File: config.mk
export PLATFORM = sky130hd
export DESIGN_NAME = nwc_top
export DESIGN_NICKNAME = d
export VERILOG_FILES = /design/src/verilog/nwc_pkg.sv /design/src/verilog/nwc_seq_if.sv /design/src/verilog/nwc_sequencer.sv /design/src/verilog/nwc_top.sv
export SDC_FILE = /design/constraint.sdc
export NUM_CORES = 1
export LEC_CHECK = 0
export ABC_AREA = 1
export BUFFER_PORTS_ARGS = -buffer_cell sky130_fd_sc_hd__buf_2
export CORE_UTILIZATION = 47
export CTS_BUF_LIST = sky130_fd_sc_hd__clkbuf_8
export DETAILED_ROUTE_END_ITERATION = 16
export GPL_ROUTABILITY_DRIVEN = 1
export PLACE_DENSITY = 0.78
export SLEW_MARGIN = 20
export SYNTH_ARGS = -nofsm -noshare
export SYNTH_HDL_FRONTEND = slang
export SYNTH_HIERARCHICAL = 1
export SYNTH_SLANG_ARGS = --single-unit
File: constraint.sdc
create_clock -name clk_in -period 2.05 [get_ports clk_in]
set_clock_uncertainty 0.1 [all_clocks]
set_input_delay 0.41 -clock clk_in [delete_from_list [all_inputs] [get_ports clk_in]]
set_output_delay 0.41 -clock clk_in [all_outputs]
set_load 0.02 [all_outputs]
File: src/verilog/nwc_pkg.sv
/*
 * Constants, register map, field positions and the sequencer state type
 * of the nonvolatile write control block.
 * Assumes a byte-addressed Avalon-MM slave port with 9 address bits.
 */
package nwc_pkg;
	localparam int AVS_ADDR_W = 9;
	localparam int NVM_ADDR_W = 13;
	localparam int NVM_DATA_W = 14;
	localparam int ADDR_HI_W = 5;
	localparam int DATA_HI_W = 6;

	localparam logic [8:0] OFF_ADDR_LOW = 9'h100;
	localparam logic [8:0] OFF_DATA_LOW = 9'h104;
	localparam logic [8:0] OFF_ADDR_HIGH = 9'h108;
	localparam logic [8:0] OFF_DATA_HIGH = 9'h10C;
	localparam logic [8:0] OFF_FLAG2 = 9'h110;
	localparam logic [8:0] OFF_MASK2 = 9'h114;
	localparam logic [8:0] OFF_CONTROL = 9'h18C;

	localparam int BIT_READ_GO = 0;
	localparam int BIT_WRITE_GO = 1;
	localparam int BIT_WRITE_ALLOW = 2;
	localparam int BIT_WRITE_ABORT = 3;
	localparam int BIT_SPACE_SELECT = 7;
	localparam int BIT_WRITE_DONE = 4;

	localparam logic RST_CTRL_BIT = 1'b0;
	localparam logic RST_FLAG_BIT = 1'b0;
	localparam logic RST_PIN_LEVEL = 1'b1;
	localparam logic [7:0] RST_BYTE = 8'h00;

	typedef enum logic [1:0] {
		SEQ_IDLE,
		SEQ_ERASE,
		SEQ_PROG,
		SEQ_READ
	} nwc_seq_state_type;

	function automatic logic nwc_hit(input logic [8:0] addr,
		input logic [8:0] off);
		nwc_hit = (addr == off);
	endfunction
endpackage

File: src/verilog/nwc_seq_if.sv
/*
 * Carrier between the register front end and the array sequencer.
 * Assumes both ends run on the same clock.
 */
interface nwc_seq_if;
	logic start_write;
	logic start_read;
	logic space;
	logic [12:0] addr;
	logic [13:0] wdata;
	logic abort;
	logic busy;
	logic write_done;
	logic read_done;
	logic [13:0] rdata;

	modport ctl(output start_write, output start_read, output space,
		output addr, output wdata, output abort, input busy,
		input write_done, input read_done, input rdata);
	modport seq(input start_write, input start_read, input space,
		input addr, input wdata, input abort, output busy,
		output write_done, output read_done, output rdata);
endinterface

File: src/verilog/nwc_sequencer.sv
/*
 * Array sequencer: erase then program for writes, single step for reads.
 * Assumes the array pulses arr_step_done_in once per finished step.
 */
module nwc_sequencer
	import nwc_pkg::*;
(
	input wire logic clk_in,
	input wire logic sys_rst_in,
	nwc_seq_if.seq bus,
	input wire logic arr_step_done_in,
	input wire logic [13:0] arr_rdata_in,
	output logic arr_space_out,
	output logic [12:0] arr_addr_out,
	output logic [13:0] arr_wdata_out,
	output logic arr_erase_out,
	output logic arr_program_out,
	output logic arr_read_out,
	output logic core_halt_out
);
	nwc_seq_state_type state_q, state_d;
	logic [12:0] addr_q;
	logic [13:0] wdata_q;
	logic space_q;
	logic step_ok;

	assign step_ok = arr_step_done_in & ~bus.abort;

	always_comb begin
		state_d = state_q;
		case (state_q)
			SEQ_IDLE: begin
				if (bus.start_write)
					state_d = SEQ_ERASE;
				else if (bus.start_read)
					state_d = SEQ_READ;
			end
			SEQ_ERASE: begin
				if (step_ok)
					state_d = SEQ_PROG;
			end
			SEQ_PROG: begin
				if (step_ok)
					state_d = SEQ_IDLE;
			end
			SEQ_READ: begin
				if (step_ok)
					state_d = SEQ_IDLE;
			end
			default: state_d = SEQ_IDLE;
		endcase
		if (bus.abort)
			state_d = SEQ_IDLE;
	end

	always_ff @(posedge clk_in) begin
		if (sys_rst_in) begin
			state_q <= SEQ_IDLE;
			addr_q <= '0;
			wdata_q <= '0;
			space_q <= 1'b0;
		end else begin
			state_q <= state_d;
			if (state_q == SEQ_IDLE && (bus.start_write || bus.start_read)) begin
				addr_q <= bus.addr;
				wdata_q <= bus.wdata;
				space_q <= bus.space;
			end
		end
	end

	assign bus.busy = (state_q != SEQ_IDLE);
	assign bus.write_done = (state_q == SEQ_PROG) & step_ok;
	assign bus.read_done = (state_q == SEQ_READ) & step_ok;
	assign bus.rdata = arr_rdata_in;
	assign arr_space_out = space_q;
	assign arr_addr_out = addr_q;
	assign arr_wdata_out = wdata_q;
	assign arr_erase_out = (state_q == SEQ_ERASE);
	assign arr_program_out = (state_q == SEQ_PROG);
	assign arr_read_out = (state_q == SEQ_READ);
	// Only program-space writes stall the core; EEPROM runs in background
	assign core_halt_out = space_q &
		(state_q == SEQ_ERASE || state_q == SEQ_PROG);

	property p_erase_before_prog;
		@(posedge clk_in) disable iff (sys_rst_in)
		$rose(arr_program_out) |-> $past(arr_erase_out);
	endproperty
	a_erase_before_prog: assert property (p_erase_before_prog)
		else $error("program step not preceded by erase");

	property p_addr_held;
		@(posedge clk_in) disable iff (sys_rst_in)
		(arr_erase_out || arr_program_out) && !bus.abort
			|=> $stable(arr_addr_out) && $stable(arr_wdata_out);
	endproperty
	a_addr_held: assert property (p_addr_held)
		else $error("array address or data moved during write");
endmodule

File: src/verilog/nwc_top.sv
/*
 * Nonvolatile write control: Avalon-MM register front end, reset
 * handling and completion interrupt around the array sequencer.
 * Assumes a synchronous power-on reset, an asynchronous active-low
 * external reset pin and a watchdog reset pulse on the same clock.
 */
// Design decision made here: the Avalon-MM slave port.
// Overview of operation
// - No write start without write allow set
// - Write go starts write, hardware clears it
// - EEPROM write erases byte then programs data
// - EEPROM write completion sets done flag
// - Program write halts the core throughout
// - Program write erases then programs concatenated word
// - Program write done sets flag, core resumes
// - Warm reset during write sets abort flag
// - Warm reset keeps data, address, space select
// - Control low bits reset zero, abort only on power-on reset; go bits set-only
module nwc_top
	import nwc_pkg::*;
(
	input wire logic clk_in,
	input wire logic sys_rst_in,
	input wire logic [8:0] avs_address_in,
	input wire logic avs_read_in,
	input wire logic avs_write_in,
	input wire logic [31:0] avs_writedata_in,
	input wire logic [3:0] avs_byteenable_in,
	output logic [31:0] avs_readdata_out,
	output logic avs_waitrequest_out,
	output logic irq_out,
	input wire logic ext_reset_pin_n_in,
	input wire logic watchdog_reset_in,
	output logic core_halt_out,
	output logic arr_space_out,
	output logic [12:0] arr_addr_out,
	output logic [13:0] arr_wdata_out,
	output logic arr_erase_out,
	output logic arr_program_out,
	output logic arr_read_out,
	input wire logic arr_step_done_in,
	input wire logic [13:0] arr_rdata_in
);
	nwc_seq_if seq_bus();

	logic pin_s1_q, pin_s2_q, pin_s3_q, pin_level_q;
	logic warm;
	logic space_q, space_d;
	logic abort_q, abort_d;
	logic allow_q, allow_d;
	logic wgo_q, wgo_d;
	logic rgo_q, rgo_d;
	logic done_q, done_d;
	logic mask_q, mask_d;
	logic [7:0] addr_lo_q, addr_lo_d;
	logic [ADDR_HI_W-1:0] addr_hi_q, addr_hi_d;
	logic [7:0] data_lo_q, data_lo_d;
	logic [DATA_HI_W-1:0] data_hi_q, data_hi_d;
	logic rd_ack_q;
	logic [31:0] readdata_q;
	logic wr_ok, idle;
	logic ctrl_wr, flag_wr, mask_wr;
	logic addr_lo_wr, addr_hi_wr, data_lo_wr, data_hi_wr;
	logic start_write, start_read;
	logic [7:0] ctrl_val, flag_val, mask_val, rd_byte;
	logic [7:0] wbyte;

	// Pin is asynchronous; only the agreeing later stages are trusted
	always_ff @(posedge clk_in) begin
		if (sys_rst_in) begin
			pin_s1_q <= RST_PIN_LEVEL;
			pin_s2_q <= RST_PIN_LEVEL;
			pin_s3_q <= RST_PIN_LEVEL;
			pin_level_q <= RST_PIN_LEVEL;
		end else begin
			pin_s1_q <= ext_reset_pin_n_in;
			pin_s2_q <= pin_s1_q;
			pin_s3_q <= pin_s2_q;
			if (pin_s2_q == pin_s3_q)
				pin_level_q <= pin_s3_q;
		end
	end

	assign warm = ~pin_level_q | watchdog_reset_in;

	assign wbyte = avs_writedata_in[7:0];
	assign wr_ok = avs_write_in & avs_byteenable_in[0];
	assign ctrl_wr = wr_ok & nwc_hit(avs_address_in, OFF_CONTROL);
	assign flag_wr = wr_ok & nwc_hit(avs_address_in, OFF_FLAG2);
	assign mask_wr = wr_ok & nwc_hit(avs_address_in, OFF_MASK2);
	assign addr_lo_wr = wr_ok & nwc_hit(avs_address_in, OFF_ADDR_LOW);
	assign addr_hi_wr = wr_ok & nwc_hit(avs_address_in, OFF_ADDR_HIGH);
	assign data_lo_wr = wr_ok & nwc_hit(avs_address_in, OFF_DATA_LOW);
	assign data_hi_wr = wr_ok & nwc_hit(avs_address_in, OFF_DATA_HIGH);

	// Operands and space select are frozen while any access runs
	assign idle = ~seq_bus.busy & ~wgo_q & ~rgo_q & ~warm;

	assign start_write = ctrl_wr & wbyte[BIT_WRITE_GO] & allow_q & idle;
	assign start_read = ctrl_wr & wbyte[BIT_READ_GO] & ~start_write & idle;

	// Go bits: software can only set, hardware clears on completion
	assign wgo_d = warm ? RST_CTRL_BIT : start_write ? 1'b1 :
		seq_bus.write_done ? 1'b0 : wgo_q;
	assign rgo_d = warm ? RST_CTRL_BIT : start_read ? 1'b1 :
		seq_bus.read_done ? 1'b0 : rgo_q;
	assign allow_d = warm ? RST_CTRL_BIT :
		ctrl_wr ? wbyte[BIT_WRITE_ALLOW] : allow_q;
	// Abort set beats a software write in the same cycle
	assign abort_d = (warm & seq_bus.busy & wgo_q) ? 1'b1 :
		ctrl_wr ? wbyte[BIT_WRITE_ABORT] : abort_q;
	assign space_d = (ctrl_wr & idle) ?
		wbyte[BIT_SPACE_SELECT] : space_q;

	// Completion set wins over a write-one-to-clear in the same cycle
	assign done_d = warm ? RST_FLAG_BIT : seq_bus.write_done ? 1'b1 :
		(flag_wr & wbyte[BIT_WRITE_DONE]) ? 1'b0 : done_q;
	assign mask_d = warm ? RST_FLAG_BIT :
		mask_wr ? wbyte[BIT_WRITE_DONE] : mask_q;

	// No warm-reset term: operands survive pin and watchdog resets
	assign addr_lo_d = (addr_lo_wr & idle) ? wbyte : addr_lo_q;
	assign addr_hi_d = (addr_hi_wr & idle) ?
		wbyte[ADDR_HI_W-1:0] : addr_hi_q;
	assign data_lo_d = seq_bus.read_done ? seq_bus.rdata[7:0] :
		(data_lo_wr & idle) ? wbyte : data_lo_q;
	assign data_hi_d = seq_bus.read_done ?
		seq_bus.rdata[NVM_DATA_W-1:8] :
		(data_hi_wr & idle) ? wbyte[DATA_HI_W-1:0] : data_hi_q;

	always_ff @(posedge clk_in) begin
		if (sys_rst_in) begin
			space_q <= RST_CTRL_BIT;
			abort_q <= RST_CTRL_BIT;
			allow_q <= RST_CTRL_BIT;
			wgo_q <= RST_CTRL_BIT;
			rgo_q <= RST_CTRL_BIT;
			done_q <= RST_FLAG_BIT;
			mask_q <= RST_FLAG_BIT;
			addr_lo_q <= RST_BYTE;
			addr_hi_q <= RST_BYTE[ADDR_HI_W-1:0];
			data_lo_q <= RST_BYTE;
			data_hi_q <= RST_BYTE[DATA_HI_W-1:0];
		end else begin
			space_q <= space_d;
			abort_q <= abort_d;
			allow_q <= allow_d;
			wgo_q <= wgo_d;
			rgo_q <= rgo_d;
			done_q <= done_d;
			mask_q <= mask_d;
			addr_lo_q <= addr_lo_d;
			addr_hi_q <= addr_hi_d;
			data_lo_q <= data_lo_d;
			data_hi_q <= data_hi_d;
		end
	end

	assign seq_bus.start_write = start_write;
	assign seq_bus.start_read = start_read;
	assign seq_bus.space = space_d;
	assign seq_bus.addr = {addr_hi_q, addr_lo_q};
	assign seq_bus.wdata = {data_hi_q, data_lo_q};
	assign seq_bus.abort = warm;

	nwc_sequencer u_seq (
		.clk_in(clk_in),
		.sys_rst_in(sys_rst_in),
		.bus(seq_bus),
		.arr_step_done_in(arr_step_done_in),
		.arr_rdata_in(arr_rdata_in),
		.arr_space_out(arr_space_out),
		.arr_addr_out(arr_addr_out),
		.arr_wdata_out(arr_wdata_out),
		.arr_erase_out(arr_erase_out),
		.arr_program_out(arr_program_out),
		.arr_read_out(arr_read_out),
		.core_halt_out(core_halt_out)
	);

	// Bits 6 to 4 of control read as zero
	assign ctrl_val = {space_q, 3'h0, abort_q, allow_q, wgo_q, rgo_q};
	assign flag_val = {3'h0, done_q, 4'h0};
	assign mask_val = {3'h0, mask_q, 4'h0};
	assign rd_byte = nwc_hit(avs_address_in, OFF_CONTROL) ? ctrl_val :
		nwc_hit(avs_address_in, OFF_FLAG2) ? flag_val :
		nwc_hit(avs_address_in, OFF_MASK2) ? mask_val :
		nwc_hit(avs_address_in, OFF_ADDR_LOW) ? addr_lo_q :
		nwc_hit(avs_address_in, OFF_ADDR_HIGH) ? {3'h0, addr_hi_q} :
		nwc_hit(avs_address_in, OFF_DATA_LOW) ? data_lo_q :
		nwc_hit(avs_address_in, OFF_DATA_HIGH) ? {2'h0, data_hi_q} :
		8'h00;

	// One wait state on reads buys registered read data
	always_ff @(posedge clk_in) begin
		if (sys_rst_in) begin
			rd_ack_q <= 1'b0;
			readdata_q <= 32'h00000000;
		end else begin
			rd_ack_q <= avs_read_in & ~rd_ack_q;
			if (avs_read_in & ~rd_ack_q)
				readdata_q <= {24'h000000, rd_byte};
		end
	end

	assign avs_waitrequest_out = avs_read_in & ~rd_ack_q;
	assign avs_readdata_out = readdata_q;
	assign irq_out = done_q & mask_q;

	property p_allow_needed;
		@(posedge clk_in) disable iff (sys_rst_in)
		$rose(wgo_q) |-> $past(allow_q);
	endproperty
	a_allow_needed: assert property (p_allow_needed)
		else $error("write started without write allow");

	property p_go_self_clear;
		@(posedge clk_in) disable iff (sys_rst_in)
		seq_bus.write_done |=> !wgo_q && done_q;
	endproperty
	a_go_self_clear: assert property (p_go_self_clear)
		else $error("write go or done flag wrong after completion");

	property p_eeprom_background;
		@(posedge clk_in) disable iff (sys_rst_in || warm)
		start_write && !space_d |=> !core_halt_out;
	endproperty
	a_eeprom_background: assert property (p_eeprom_background)
		else $error("data EEPROM write stalled the core");

	property p_done_irq;
		@(posedge clk_in) disable iff (sys_rst_in || warm)
		seq_bus.write_done && mask_d |=> irq_out;
	endproperty
	a_done_irq: assert property (p_done_irq)
		else $error("completion did not raise the interrupt");

	property p_prog_halt;
		@(posedge clk_in) disable iff (sys_rst_in || warm)
		start_write && space_d |=> core_halt_out [*2];
	endproperty
	a_prog_halt: assert property (p_prog_halt)
		else $error("program write did not halt the core");

	property p_resume;
		@(posedge clk_in) disable iff (sys_rst_in || warm)
		seq_bus.write_done |=> !core_halt_out && done_q;
	endproperty
	a_resume: assert property (p_resume)
		else $error("core not resumed after program write");

	property p_abort_flag;
		@(posedge clk_in) disable iff (sys_rst_in)
		warm && seq_bus.busy && wgo_q |=> abort_q && !wgo_q;
	endproperty
	a_abort_flag: assert property (p_abort_flag)
		else $error("interrupted write did not set abort flag");

	property p_warm_keeps;
		@(posedge clk_in) disable iff (sys_rst_in)
		warm |=> $stable(addr_lo_q) && $stable(data_lo_q) &&
			$stable(space_q) && $stable(addr_hi_q);
	endproperty
	a_warm_keeps: assert property (p_warm_keeps)
		else $error("warm reset changed operand registers");

	property p_go_set_only;
		@(posedge clk_in) disable iff (sys_rst_in || warm)
		wgo_q && !seq_bus.write_done |=> wgo_q;
	endproperty
	a_go_set_only: assert property (p_go_set_only)
		else $error("write go cleared without completion");

	property p_space_frozen;
		@(posedge clk_in) disable iff (sys_rst_in)
		seq_bus.busy |=> $stable(space_q);
	endproperty
	a_space_frozen: assert property (p_space_frozen)
		else $error("space select changed while busy");

	property p_read_load;
		@(posedge clk_in) disable iff (sys_rst_in || warm)
		seq_bus.read_done |=> !rgo_q &&
			data_lo_q == $past(arr_rdata_in[7:0]);
	endproperty
	a_read_load: assert property (p_read_load)
		else $error("read did not load data or clear read go");
endmodule

After elaboration in Yosys (flattened, before gate mapping)
Index checks and enable logic that the tools add are counted.
{ "totals": {"regBits": 77, "input_bits": 66, "output_inout_bits": 66, "elab_cells": 113} }
{ "op_classes": {"eq_ne": 14, "mux": 25, "n_bitwise": 39, "n_reduce_logical": 14} }
{ "ops": {"columns": ["cell", "count"], "rows": [
  ["2-to-1 mux 8 bit", 8],
  ["== test 9 bit (second input constant)", 7],
  ["bitwise AND 1 bit", 31],
  ["2-to-1 mux 6 bit", 3],
  ["nonzero test 2 bit", 7],
  ["2-to-1 mux 1 bit", 9],
  ["2-to-1 mux 2 bit", 4],
  ["inverter 1 bit", 7],
  ["one-hot mux 2 bit (3 select lines)", 1],
  ["== test 2 bit (second input constant)", 2],
  ["!= test 2 x 1 -> 1 bit (second input constant)", 2],
  ["OR reduction 2 bit", 2],
  ["!= test 3 bit (second input constant)", 1],
  ["AND reduction 3 bit", 1],
  ["== test 2 x 1 -> 1 bit (second input constant)", 1],
  ["zero test 2 bit", 1],
  ["logical OR 1 bit", 2],
  ["== test 1 bit", 1],
  ["logical AND 1 bit", 1],
  ["OR 1 bit", 1]
]} }

Logic depth before layout (Yosys ltp)
{ "logic_depth": {"word_depth": 12, "ltp_mapped": 15, "mapped_depth_nobuf": 15} }

Modules after synthesis
Netlist, hierarchy kept.
{ "by_module_without_submodules": {"columns": ["module", "instances", "cells_per_inst", "area_each_um2", "seq_area_each_um2"], "rows": [
  ["nwc_top", 1, 342, 2479.9, 940.9],
  ["nwc_sequencer", 1, 174, 1410.1, 600.6]
]} }

Least setup slack after synthesis
No wires, ideal clock.
{ "synth_timing": {"path_type": "reg-to-reg", "startpoint": "register u_seq.state_q[0]", "endpoint": "register u_seq.addr_q[0] (netlist: u_seq/arr_addr_out[0])", "setup_ps": 71, "arrival_ps": 1885, "required_ps": 1879, "slack_ps": -6, "stages_incl_launch_ff": 14, "n_path_buf": 1, "synth_period_minus_slack_ps": 2056, "path_cell_list": "dfxtp_1 inv_1 ha_1 inv_1 nor3_4 nand3_4 nor2_4 inv_2 nor2_4 o21ai_2 inv_2 buf_2 nand2_1 a21oi_2"} }
{ "synth_via": {"elab_chain_cells": 11, "word_cells_on_any_way": 12, "cone_classes": "8 x bitwise; 4 x reduce/logical"} }
{ "synth_rtl": {"columns": ["element", "line", "text"], "rows": [
  ["start: declaration", "nwc_sequencer.sv:21", "nwc_seq_state_type state_q, state_d;"],
  ["start signal: assignment", "nwc_sequencer.sv:63", "state_q <= state_d;"],
  ["nonzero test 2 bit *", "nwc_sequencer.sv:72", "assign bus.busy = (state_q != SEQ_IDLE);"],
  ["named net seq_bus.busy", "nwc_seq_if.sv:12", "logic busy;"],
  ["inverter 1 bit *", "nwc_top.sv:97", "assign idle = ~seq_bus.busy & ~wgo_q & ~rgo_q & ~warm;"],
  ["bitwise AND 1 bit * (3 in series)", "nwc_top.sv:97", null],
  ["bitwise AND 1 bit *", "nwc_top.sv:99", "assign start_write = ctrl_wr & wbyte[BIT_WRITE_GO] & allow_q & idle;"],
  ["named net seq_bus.start_write", "nwc_seq_if.sv:6", "logic start_write;"],
  ["inverter 1 bit", "nwc_top.sv:100", "assign start_read = ctrl_wr & wbyte[BIT_READ_GO] & ~start_write & idle;"],
  ["bitwise AND 1 bit (2 in series)", "nwc_top.sv:100", null],
  ["logical OR 1 bit *", "nwc_sequencer.sv:64", "if (state_q == SEQ_IDLE && (bus.start_write || bus.start_read)) begin"],
  ["logical AND 1 bit *", "nwc_sequencer.sv:64", null],
  ["end signal: assignment", "nwc_sequencer.sv:65", "addr_q <= bus.addr;"],
  ["end: declaration", "nwc_sequencer.sv:22", "logic [12:0] addr_q;"]
]} }
Mark *: on every way through the listed nets, which the timed path passes. The rest lies on a longest branch.
A chain may end at the register's enable or synchronous reset.

Worst setup path after layout
{ "layout_timing": {"startpoint": "register u_seq.state_q[1]", "endpoint": "register u_seq.wdata_q[13] (netlist: u_seq/arr_wdata_out[13])"} }
{ "layout_via": {"elab_chain_cells": 11, "word_cells_on_any_way": 12, "cone_classes": "8 x bitwise; 4 x reduce/logical"} }
{ "layout_rtl": {"columns": ["element", "line", "text"], "rows": [
  ["nonzero test 2 bit *", "nwc_sequencer.sv:72", null],
  ["named net seq_bus.busy", "nwc_seq_if.sv:12", null],
  ["inverter 1 bit *", "nwc_top.sv:97", null],
  ["bitwise AND 1 bit * (3 in series)", "nwc_top.sv:97", null],
  ["bitwise AND 1 bit *", "nwc_top.sv:99", null],
  ["named net seq_bus.start_write", "nwc_seq_if.sv:6", null],
  ["inverter 1 bit", "nwc_top.sv:100", null],
  ["bitwise AND 1 bit (2 in series)", "nwc_top.sv:100", null],
  ["logical OR 1 bit *", "nwc_sequencer.sv:64", null],
  ["logical AND 1 bit *", "nwc_sequencer.sv:64", null],
  ["end signal: assignment", "nwc_sequencer.sv:66", "wdata_q <= bus.wdata;"],
  ["end: declaration", "nwc_sequencer.sv:23", "logic [13:0] wdata_q;"]
]} }
Marks and branches as above.

==> flow_summary.ini <==
[sta]
worst_hold_slack_ps = 140
worstMarginPinSlew_ps = 547
rsz0062_at_grt = yes
final-setup-viol-count = 0
final-max-slew-violation-count = 0
hold_violations = 0
finalCriticalPeriod_ps = 2000
fin_setup_tns_ps = 0
post-route-period-util_pct = 97.4
max_freq_mhz = 501
maxSlewHeadroom_pct = 63.5

[critical_path]
start_kind = register
worstSetupPathDepth = 13
slowest_stage = dfxtp_4
path_buf_inv = 5
cp_data_arrival_time_ps = 2180
rr_worst_depth = 13
cpPeakStageDelay_ps = 370
worstSetupPathType = reg -> reg
worst_setup_path_end_kind = register
path_max_fanout = 6
reg2reg_slack_ps = 50
cpLargestDelayFamily = simple AND/OR/NAND/NOR gates
cp.required_ps = 2240
crit_chain = inv_4 -> ha_4 -> inv_4 -> nor3_4 -> nand3_4 -> nor2_4 -> inv_2 -> nor2_4 -> o21ai_4 -> clkinv_4 -> clkbuf_16 -> nand2_1 -> a21oi_2

[drt]
vias_per_cell = 5.09
ant_nets = 0
wl_met3_microns = 667
wl_met1_microns = 4510
highest_layer = met4
drc_errors = 0
wl_per_cell_microns = 14.4
vias = 3642
wl_met2_microns = 4930
dr.pass1.iters = 5
routed_wirelength_microns = 10300
drt_iter0_markers = 226

[power]
power.net_switching_uw = 707
switching_share_pct = 24.0
ir_worst_vdd_mv = 0.478
combinationalPowerShare_pct = 7.7
power_frac_seq_pct = 51.1
p_leak_nw = 2.08
pwr-share-clk_pct = 41.2
power_density_mw_per_mm2 = 627
intPower_mw = 2.24

[layout]
fin_nets = 681
drive_gt1_share_pct = 31.4
syn2layout_area_growth_pct = 20.8
stdcell_area_sq_mm = 0.00470
diodes = 0
finish.utilization_pct = 59.9

[clock_network]
root_buffer = clkbuf_8
cts_hold_buf = 0
cts_made_buffers = 9
tritoncts = yes
clk_pin_slew_worst_paths_ps = 80
htreeDepth = 3
clk_path_buf_depth = 2
clk_latency_ps = 350
cts_sinks = 77

[grt]
grt_max_degree = 41
grt_usage_pct = 23.7
overflow = 0
antenna_found_initial = 0
grt_pass1_vias = 3268
grt_pass1_wl_microns = 15900

[worst_hold_path]
whs_path_depth = 2
hold_path.class = in -> reg

[placed_design]
dp_hpwl_microns = 7460
gp_congestion = 0.880
placed_area_sq_mm = 0.00434
numPortBuffers = 80

[yosys]
ys.warnings.count = 6
synth_area_per_cell_sq_um = 7.54
synth_cell_types = 40
ys_ff_latch = 77
syn_inst = 516
netlist_area_sq_mm = 0.00389
seq_area_frac_synth_pct = 39.6

[die]
die_h_microns = 93.0
die_area_sq_mm = 0.00864
row_count = 32
die_w_microns = 93.0
coreArea_sq_mm = 0.00785
start_util_pct = 49.6
io_pins = 132

[run_status]
status = complete, no violations

[job]
max_cap_viol_count = 0
## logic make-up after synthesis
logic type	Yosys count	synth area share [%]
compound gates	115	18.3
fa+ha+maj	5	1.61
buf+inv	101	14.8
flops	77	39.6
mux	1	0.257
other cells	1	0.0964
simple gates	216	25.3
## sequential cells by signal, indices dropped and copies added (netlist names)
| register | flops |
|---|---|
| addr_lo_q | 8 |
| addr_hi_q | 5 |
| data_lo_q | 8 |
| rd_ack_q | 1 |
| wgo_q | 1 |
| avs_readdata_out | 8 |
| pin_level_q | 1 |
| mask_q | 1 |
| pin_s1_q | 1 |
| pin_s2_q | 1 |
| u_seq/arr_wdata_out | 14 |
| u_seq/arr_addr_out | 13 |
| allow_q | 1 |
| rgo_q | 1 |
| u_seq/state_q | 2 |
| done_q | 1 |
| pin_s3_q | 1 |
| u_seq/arr_space_out | 1 |
| data_hi_q | 6 |
| space_q | 1 |
| abort_q | 1 |
## routing by layer
metal	up-vias	GRT usage, %
li1	1799	-
met1	1682	31.0
met2	146	38.5
met3	15	5.93
met4	0	6.79
met5	-	0
## final cells by class
type                            count  area, sq um
Sequential cell                    77         1550
Clock inverter                      6         81.3
Inverter                           47          191
Clock buffer                        9          124
Fill cell                         733         3150
Timing Repair Buffer              114          731
Multi-Input combinational cell    361         1900
Tap cell                          102          128
## Yosys cell counts (all sizes together)
master	number	area (sq um)
or2	3	18.8
o22ai	4	25.0
a22o	2	17.5
a21oi	70	429
inv	46	173
o211ai	1	7.51
nand3b	1	7.51
nor3	9	78.8
clkinv	1	8.76
a31oi	5	31.3
clkbuf	5	18.8
buf	49	377
o21ai	22	118
nand3	15	87.6
mux2i	1	10.0
nand2	133	527
nor2	53	251
o31ai	1	7.51
ha	5	62.6
a311oi	1	8.76
nand4	2	12.5
dfxtp	77	1540
a211oi	5	37.5
conb	1	3.75
a22oi	4	30.0
## power groups by stage
| stage | Sequential (mW) | Clock, mW | Combinational [mW] |
|---|---|---|---|
| after floorplan | 1.55 | 0 | 0.177 |
| after global placement | 1.54 | 0 | 0.219 |
| after detailed placement | 1.54 | 0 | 0.222 |
| after CTS | 1.51 | 1.24 | 0.223 |
| after global routing | 1.51 | 1.31 | 0.245 |
| final | 1.51 | 1.21 | 0.226 |
## metrics by stage
stage	power (mW)	std cells	setup WS, ps
after floorplan	1.72	539	8.68
after global placement	1.76	695	64.6
after detailed placement	1.76	695	3.35
after CTS	2.97	710	20.3
after global routing	3.06	716	-22.8
final	2.95	716	53.3
## repair_timing
action / 4_1_cts / 5_1_grt
cloned: 0 / 3
endpoints found under the hold margin: 0 / 0
pin swaps: 0 / 9
setup endpoints to repair: 12 / 34
setup buffers: 0 / 3
gates resized for setup: 3 / 20
## final timing paths
path,from,to
setup / recovery,u_seq/state_q[1],u_seq/arr_wdata_out[13]
hold / removal,ext_reset_pin_n_in,pin_s1_q
setup reg to reg,u_seq/state_q[1],u_seq/arr_wdata_out[13]
hold reg to reg,pin_s1_q,pin_s2_q
## cells in the final DEF, fill, tap and decap left out, types with 5 or more instances in the layout
cell	n
buf_2	80
dfxtp_1	75
conb_1	24
a21oi_1	48
nor3_1	6
inv_2	7
nand2_1	122
inv_1	38
a21oi_2	22
a211oi_1	5
nor2_1	44
clkbuf_8	9
nor2_4	7
nand3_1	13
o21ai_0	17
nand2_2	10
a31oi_1	5
buf_4	26
## worst register-to-register path, cell delays in order (launching register included)
cell       delay, ps
dfxtp_4          370
inv_4             70
ha_4             150
inv_4             40
nor3_4           200
nand3_4          100
nor2_4           130
inv_2             70
nor2_4           150
o21ai_4          100
clkinv_4         110
clkbuf_16        160
nand2_1           70
a21oi_2          110
(Power assumes the default switching activity.)
